### src/psw_pkg.sv
package psw_pkg;

    // ------------------------------------------------------------
    // widths and address layout
    // ------------------------------------------------------------
    localparam int PSW_EA_W = 16;
    localparam int PSW_DATA_W = 16;
    localparam int PSW_PWORD_W = 24;
    localparam int PSW_PAGE_W = 8;
    localparam int PSW_OFS_W = 15;
    localparam int PSW_PADDR_W = PSW_PAGE_W + PSW_OFS_W;
    localparam int PSW_CORE_CONTROL_REGISTER_W = 16;
    localparam int PSW_EA_TOP_BIT = 15;
    localparam int PSW_ENABLE_BIT = 2;
    localparam logic [PSW_PAGE_W-1:0] PSW_PAGE_RST = 8'h00;
    localparam logic [PSW_CORE_CONTROL_REGISTER_W-1:0] PSW_CORE_CONTROL_REGISTER_RST = 16'h0000;

    // ------------------------------------------------------------
    // stall counts, in instruction cycles
    // ------------------------------------------------------------
    localparam logic [1:0] PSW_STALL_NONE = 2'h0;
    localparam logic [1:0] PSW_STALL_MOVE = 2'h1;
    localparam logic [1:0] PSW_STALL_OTHER = 2'h2;
    localparam logic [1:0] PSW_STALL_REPEAT = 2'h2;

    // ------------------------------------------------------------
    // carriers
    // ------------------------------------------------------------
    typedef struct packed {
        logic valid;
        logic [PSW_EA_W-1:0] effective_address;
        logic is_move;
        logic in_repeat;
        logic repeat_edge;
    } psw_req_t;

    typedef struct packed {
        logic valid;
        logic [PSW_DATA_W-1:0] data;
        logic from_program;
    } psw_rsp_t;

    typedef struct packed {
        logic rd;
        logic [PSW_PADDR_W-1:0] addr;
    } psw_pmem_req_t;

    typedef enum logic [1:0] {
        PSW_IDLE = 2'b00,
        PSW_FETCH = 2'b01,
        PSW_STALL = 2'b10
    } psw_state_t;

endpackage : psw_pkg

### src/psw_stall_calc.sv
`timescale 1ns/1ps

module psw_stall_calc
(
    // request class
    input wire logic i_is_move,
    input wire logic i_in_repeat,
    input wire logic i_repeat_edge,
    // result
    output logic [1:0] o_extra
);
    import psw_pkg::*;

    always_comb
    begin
        if (!i_in_repeat)
        begin
            o_extra = i_is_move ? PSW_STALL_MOVE : PSW_STALL_OTHER;
        end
        else if (i_repeat_edge)
        begin
            o_extra = PSW_STALL_REPEAT;
        end
        else
        begin
            o_extra = PSW_STALL_NONE;
        end
    end

endmodule : psw_stall_calc

### src/psw_window.sv
`timescale 1ns/1ps

module psw_window
(
    // clock and reset
    input wire logic i_clock,
    input wire logic i_srst,
    // core control and page
    input wire logic [psw_pkg::PSW_CORE_CONTROL_REGISTER_W-1:0] i_core_control_register,
    input wire logic i_page_we,
    input wire logic [psw_pkg::PSW_PAGE_W-1:0] i_page_wdata,
    input wire logic i_table_busy,
    // core load path
    input wire psw_pkg::psw_req_t i_req,
    output psw_pkg::psw_rsp_t o_rsp,
    output logic o_stall,
    output logic o_data_mem_sel,
    output logic [psw_pkg::PSW_PAGE_W-1:0] o_program_window_page,
    // program memory
    output psw_pkg::psw_pmem_req_t o_pmem,
    input wire logic i_pmem_valid,
    input wire logic [psw_pkg::PSW_PWORD_W-1:0] i_pmem_rdata
);
    import psw_pkg::*;

    // ------------------------------------------------------------
    // decode
    // ------------------------------------------------------------
    logic program_window_enable;
    logic hit;
    logic [1:0] extra;

    assign program_window_enable = i_core_control_register[PSW_ENABLE_BIT];
    // table transfers own the program memory port, so the window backs off
    assign hit = i_req.valid && i_req.effective_address[PSW_EA_TOP_BIT]
                 && program_window_enable && !i_table_busy;

    psw_stall_calc u_stall
    (
        .i_is_move(i_req.is_move),
        .i_in_repeat(i_req.in_repeat),
        .i_repeat_edge(i_req.repeat_edge),
        .o_extra(extra)
    );

    // ------------------------------------------------------------
    // page register
    // ------------------------------------------------------------
    logic [PSW_PAGE_W-1:0] page_r;
    logic [PSW_PAGE_W-1:0] page_nxt;

    always_comb
    begin
        page_nxt = page_r;
        if (i_page_we)
        begin
            page_nxt = i_page_wdata;
        end
    end

    always_ff @(posedge i_clock)
    begin
        if (i_srst)
        begin
            page_r <= PSW_PAGE_RST;
        end
        else
        begin
            page_r <= page_nxt;
        end
    end

    // ------------------------------------------------------------
    // access sequencer
    // ------------------------------------------------------------
    psw_state_t state_r;
    psw_state_t state_nxt;
    logic [1:0] cnt_r;
    logic [1:0] cnt_nxt;
    logic fetch_done;
    logic answer_now;
    logic answer_late;

    // a count of two owes one more cycle after the word arrives
    assign fetch_done = (state_r == PSW_FETCH) && i_pmem_valid;
    assign answer_now = fetch_done && (cnt_r <= 2'h1);
    assign answer_late = (state_r == PSW_STALL);

    always_comb
    begin
        state_nxt = state_r;
        cnt_nxt = cnt_r;
        case (state_r)
            PSW_IDLE:
            begin
                if (hit)
                begin
                    cnt_nxt = extra;
                    state_nxt = PSW_FETCH;
                end
            end
            PSW_FETCH:
            begin
                if (answer_now)
                begin
                    state_nxt = PSW_IDLE;
                end
                else if (fetch_done)
                begin
                    cnt_nxt = cnt_r - 2'h1;
                    state_nxt = PSW_STALL;
                end
            end
            PSW_STALL:
            begin
                cnt_nxt = PSW_STALL_NONE;
                state_nxt = PSW_IDLE;
            end
            default:
            begin
                cnt_nxt = PSW_STALL_NONE;
                state_nxt = PSW_IDLE;
            end
        endcase
    end

    always_ff @(posedge i_clock)
    begin
        if (i_srst)
        begin
            state_r <= PSW_IDLE;
            cnt_r <= PSW_STALL_NONE;
        end
        else
        begin
            state_r <= state_nxt;
            cnt_r <= cnt_nxt;
        end
    end

    // ------------------------------------------------------------
    // program memory request
    // ------------------------------------------------------------
    psw_pmem_req_t pmem_r;
    psw_pmem_req_t pmem_nxt;

    always_comb
    begin
        pmem_nxt = '0;
        if ((state_r == PSW_IDLE) && hit)
        begin
            pmem_nxt.rd = 1'b1;
            // the offset stays in byte form, as the program counter counts in twos
            pmem_nxt.addr = {page_r, i_req.effective_address[PSW_OFS_W-1:0]};
        end
    end

    always_ff @(posedge i_clock)
    begin
        if (i_srst)
        begin
            pmem_r <= '0;
        end
        else
        begin
            pmem_r <= pmem_nxt;
        end
    end

    // ------------------------------------------------------------
    // captured read data
    // ------------------------------------------------------------
    logic [PSW_DATA_W-1:0] data_r;
    logic [PSW_DATA_W-1:0] data_nxt;

    always_comb
    begin
        data_nxt = data_r;
        if (fetch_done)
        begin
            // upper byte dropped; it only matters if the words were executed
            data_nxt = i_pmem_rdata[PSW_DATA_W-1:0];
        end
    end

    always_ff @(posedge i_clock)
    begin
        if (i_srst)
        begin
            data_r <= '0;
        end
        else
        begin
            data_r <= data_nxt;
        end
    end

    // ------------------------------------------------------------
    // response to the core
    // ------------------------------------------------------------
    psw_rsp_t rsp_r;
    psw_rsp_t rsp_nxt;

    always_comb
    begin
        rsp_nxt = '0;
        if (answer_now)
        begin
            rsp_nxt.valid = 1'b1;
            rsp_nxt.data = i_pmem_rdata[PSW_DATA_W-1:0];
            rsp_nxt.from_program = 1'b1;
        end
        else if (answer_late)
        begin
            rsp_nxt.valid = 1'b1;
            rsp_nxt.data = data_r;
            rsp_nxt.from_program = 1'b1;
        end
    end

    always_ff @(posedge i_clock)
    begin
        if (i_srst)
        begin
            rsp_r <= '0;
        end
        else
        begin
            rsp_r <= rsp_nxt;
        end
    end

    // ------------------------------------------------------------
    // instruction stretch
    // ------------------------------------------------------------
    logic stall_r;
    logic stall_nxt;

    always_comb
    begin
        stall_nxt = stall_r;
        if (state_r == PSW_IDLE)
        begin
            // a middle repeat iteration owes no cycles, so it never stalls
            stall_nxt = hit && (extra != PSW_STALL_NONE);
        end
        else if (answer_now || (state_r != PSW_FETCH))
        begin
            stall_nxt = 1'b0;
        end
    end

    always_ff @(posedge i_clock)
    begin
        if (i_srst)
        begin
            stall_r <= 1'b0;
        end
        else
        begin
            stall_r <= stall_nxt;
        end
    end

    // ------------------------------------------------------------
    // data memory select
    // ------------------------------------------------------------
    logic dsel_r;
    logic dsel_nxt;

    always_comb
    begin
        dsel_nxt = (state_r == PSW_IDLE) && i_req.valid && !hit;
    end

    always_ff @(posedge i_clock)
    begin
        if (i_srst)
        begin
            dsel_r <= 1'b0;
        end
        else
        begin
            dsel_r <= dsel_nxt;
        end
    end

    assign o_rsp = rsp_r;
    assign o_pmem = pmem_r;
    assign o_stall = stall_r;
    assign o_data_mem_sel = dsel_r;
    assign o_program_window_page = page_r;

endmodule : psw_window

### config.mk
export PLATFORM = sky130hd
export DESIGN_NAME = psw_window
export DESIGN_NICKNAME = d
export VERILOG_FILES = /design/src/psw_pkg.sv /design/src/psw_stall_calc.sv /design/src/psw_window.sv
export SDC_FILE = /design/constraint.sdc
export NUM_CORES = 1
export LEC_CHECK = 0
export ABC_AREA = 1
export BUFFER_PORTS_ARGS = -buffer_cell sky130_fd_sc_hd__buf_2
export CORE_ASPECT_RATIO = 1.1
export CORE_MARGIN = 2
export CORE_UTILIZATION = 40
export DETAILED_ROUTE_END_ITERATION = 12
export PLACE_DENSITY_LB_ADDON = 0.3
export SYNTH_ARGS = -nofsm -noshare
export SYNTH_HDL_FRONTEND = slang
export SYNTH_SLANG_ARGS = --single-unit
### constraint.sdc
create_clock -name i_clock -period 2.4 [get_ports i_clock]
set_input_delay 0.12 -clock i_clock [delete_from_list [all_inputs] [get_ports i_clock]]
set_output_delay 0.12 -clock i_clock [all_outputs]
set_load 0.05 [all_outputs]
==> flow_summary.toml <==
[power_and_ir_drop]
pwr-share-seq = 0.476
pwr-share-clk = 0.442
power.density_nw_per_um2 = 752
total_power_uw = 2540
ir_drop_v = 0.000513
leakagePower_uw = 0.00165
p_int_uw = 1970
p_sw_uw = 569
comb_power_share = 0.082
p_sw_frac = 0.224

[critical_path]
critPathCaptureType = "flop"
required_ps = 2660
criticalPathCategory = "reg -> reg"
crit_family = "simple AND/OR/NAND/NOR gates"
crit_fanout = 19
critPathSlowestCell = "dfxtp_1"
cp_cell_sequence = "inv_2 > nor2_4 > nand2_4 > nor2_8 > nand2_1 > a21oi_1"
worstPathArrival_ps = 1620
slowest_delay_ps = 380
start_kind = "flop"
r2r-start = "state_r[0]"
cp_num_buf_inv = 1
crit_start = "state_r[0]"

[routing]
dr.pass1.iters = 4
wl_per_cell_um = 11.0
viasPerCell = 4.40
drtAntennaViolNets = 0
wl_um = 5470
drc = 0
drt_iter0_markers = 98
vias = 2198

[cells_and_area]
drive_above_1_share = 0.296
stdcell_area_um2 = 3370
seq_area_um2 = 1420
n_fill_cell = 547
fin_cells = 499
syn_to_final_growth_pct = 38.2
num_antenna_cells = 0
multiInputGateArea_um2 = 786
final_nets = 491

[timing]
clock_skew_ps = 8.13
hold_viol = 0
maxSlewHeadroom = 0.636
period_share = 0.566
setup_viol = 0
final.setup.tns_ps = 0
finalCriticalPeriod_ps = 1360
fmax_ghz = 0.736
tightest_slew_ps = 543
rsz0062_at_grt = "no"
finalMaxSlewViolations = 0

[clock_network]
clockRootBuffer = "clkbuf_8"
holdBufCountCts = 17
cts_max_level = 3
clk_latency_ps = 340
numClockSinks = 71
cts_tree = "done"
post-cts-setup-buffer-count = 0
cts_resized = 0
cts_buffer_depth = 2
clk_pin_slew_ps = 80
cts-buffers-inserted = 9

[die]
start_util = 0.418
num_rows = 29
die-area_um2 = 6740
fp.dieH_um = 85.9
die_w_um = 78.5
ios = 125
fp.coreArea_um2 = 5840

[flow_run]
maxCapViolations = 0

[grt]
grt_pass1_vias = 2043
grt_overflow = 0
grt_max_degree = 35
antenna_found_initial = 0
grt_pass1_wl_um = 8960
track_usage = 0.172

[hold_path]
hold_start = "i_pmem_rdata[12]"
min-delay-path-class = "in -> reg"

[place]
hpwlAfterDp_um = 3550
placed_area_um2 = 2970
port_buffers = 101
place_inst = 466
place_congestion = 0.777

[synthesis]
ys_warn_count = 0
yosysMostFrequentCell = "nand2_1"
ys_top_cells_by_area = "dfxtp_1 58%, nand2_1 13%, a21oi_1 8.2%"
synthesis.nets = 374
synth_common_cells = "83 x nand2_1, 71 x dfxtp_1, 40 x a21oi_1"
synth_cell_types = 22
synth-xor-area-share = 0
synth_seq_cells = 71
async_flop_share = 0
synth_compound_area_frac = 0.105
synth_mux_area_frac = 0
synth-main-ff-cell = "dfxtp_1"
yosys.area_share.simple = 0.212
postSynthCellCount = 300
synth_edf_count = 0
yosys.area.top_type = "dfxtp_1"
synth_top_cell_area_share = 0.582
avgSynthCellArea_um2 = 8.14
ys_seq_area_frac = 0.582
synthAdderAreaFrac = 0.00513
synth_top_family_by_area = "simple AND/OR/NAND/NOR gates"
synth_area_um2 = 2440

[outcome]
outcome = "complete, no violations"
path summary, 6_finish.rpt:
kind / end / slack (ps) / cells past startpoint
hold / removal: o_rsp[13] / 30 / 3
hold reg to reg: o_pmem[22] / 450 / 2
setup / recovery: o_rsp[2] / 1040 / 6
setup reg to reg: o_rsp[2] / 1040 / 6
sequential cells by signal, summed over array words and instances, names as in the netlist:
name / cells
o_rsp: 17
state_r: 2
o_pmem: 24
data_r: 16
cnt_r: 2
o_stall: 1
o_program_window_page: 8
o_data_mem_sel: 1
cells by family (layout without fill, tap and decap cells):
group	count (synthesis)	in the layout
and+or+nand+nor	124	124
DFF	71	71
buffers and inverters	53	175
AOI/OAI and AO/OA	51	51
adders and majority gates	1	1
worst register-to-register path, stage by stage, from the launching register on:
cell and delay, ps:
dfxtp_1 380, inv_2 70, nor2_4 130, nand2_4 180, nor2_8 300, nand2_1 80
a21oi_1 150
layout make-up:
class,count,share of cell area
sequential,71,0.421
multi-input combinational,176,0.233
timing repair buffer,119,0.202
inverter,40,0.0445
clock buffer,11,0.0389
clock inverter,5,0.0315
tap,77,0.0286
metal layers:
metal	track usage	wire length (um)
met1	0.187	2240
met2	0.297	2750
met3	0.0463	376
met4	0.108	98
met5	0	0
power by group through the flow:
stage | combinational [uW] | sequential, uW | clock, uW
3_3_place_gp | 185 | 1230 | 0
3_5_place_dp | 186 | 1230 | 0
2_1_floorplan | 63.3 | 1290 | 0
4_1_cts | 208 | 1210 | 1160
5_1_grt | 229 | 1210 | 1200
6_report | 208 | 1210 | 1120
through the flow:
step	hold WS, ps	setup slack, ps	util
floorplan	232	1230	-
global placement	338	1050	0.508
detailed placement	340	1030	0.508
CTS	16.1	1020	0.578
global route	21.3	900	0.578
finish	27.8	1040	0.578
layout by cell type, fill, tap and decap left out, drive strengths merged:
cell type,count
o21ai,10
o22ai,1
nor2,35
buf,102
nand2,84
dfxtp,71
clkbuf,11
clkinv,2
clkinvlp,1
nor3,2
dlygate4sd3,17
inv,39
ha,1
a21oi,40
bufinv,3
nand3,3
No activity file was read; power rests on OpenSTA's default activity.
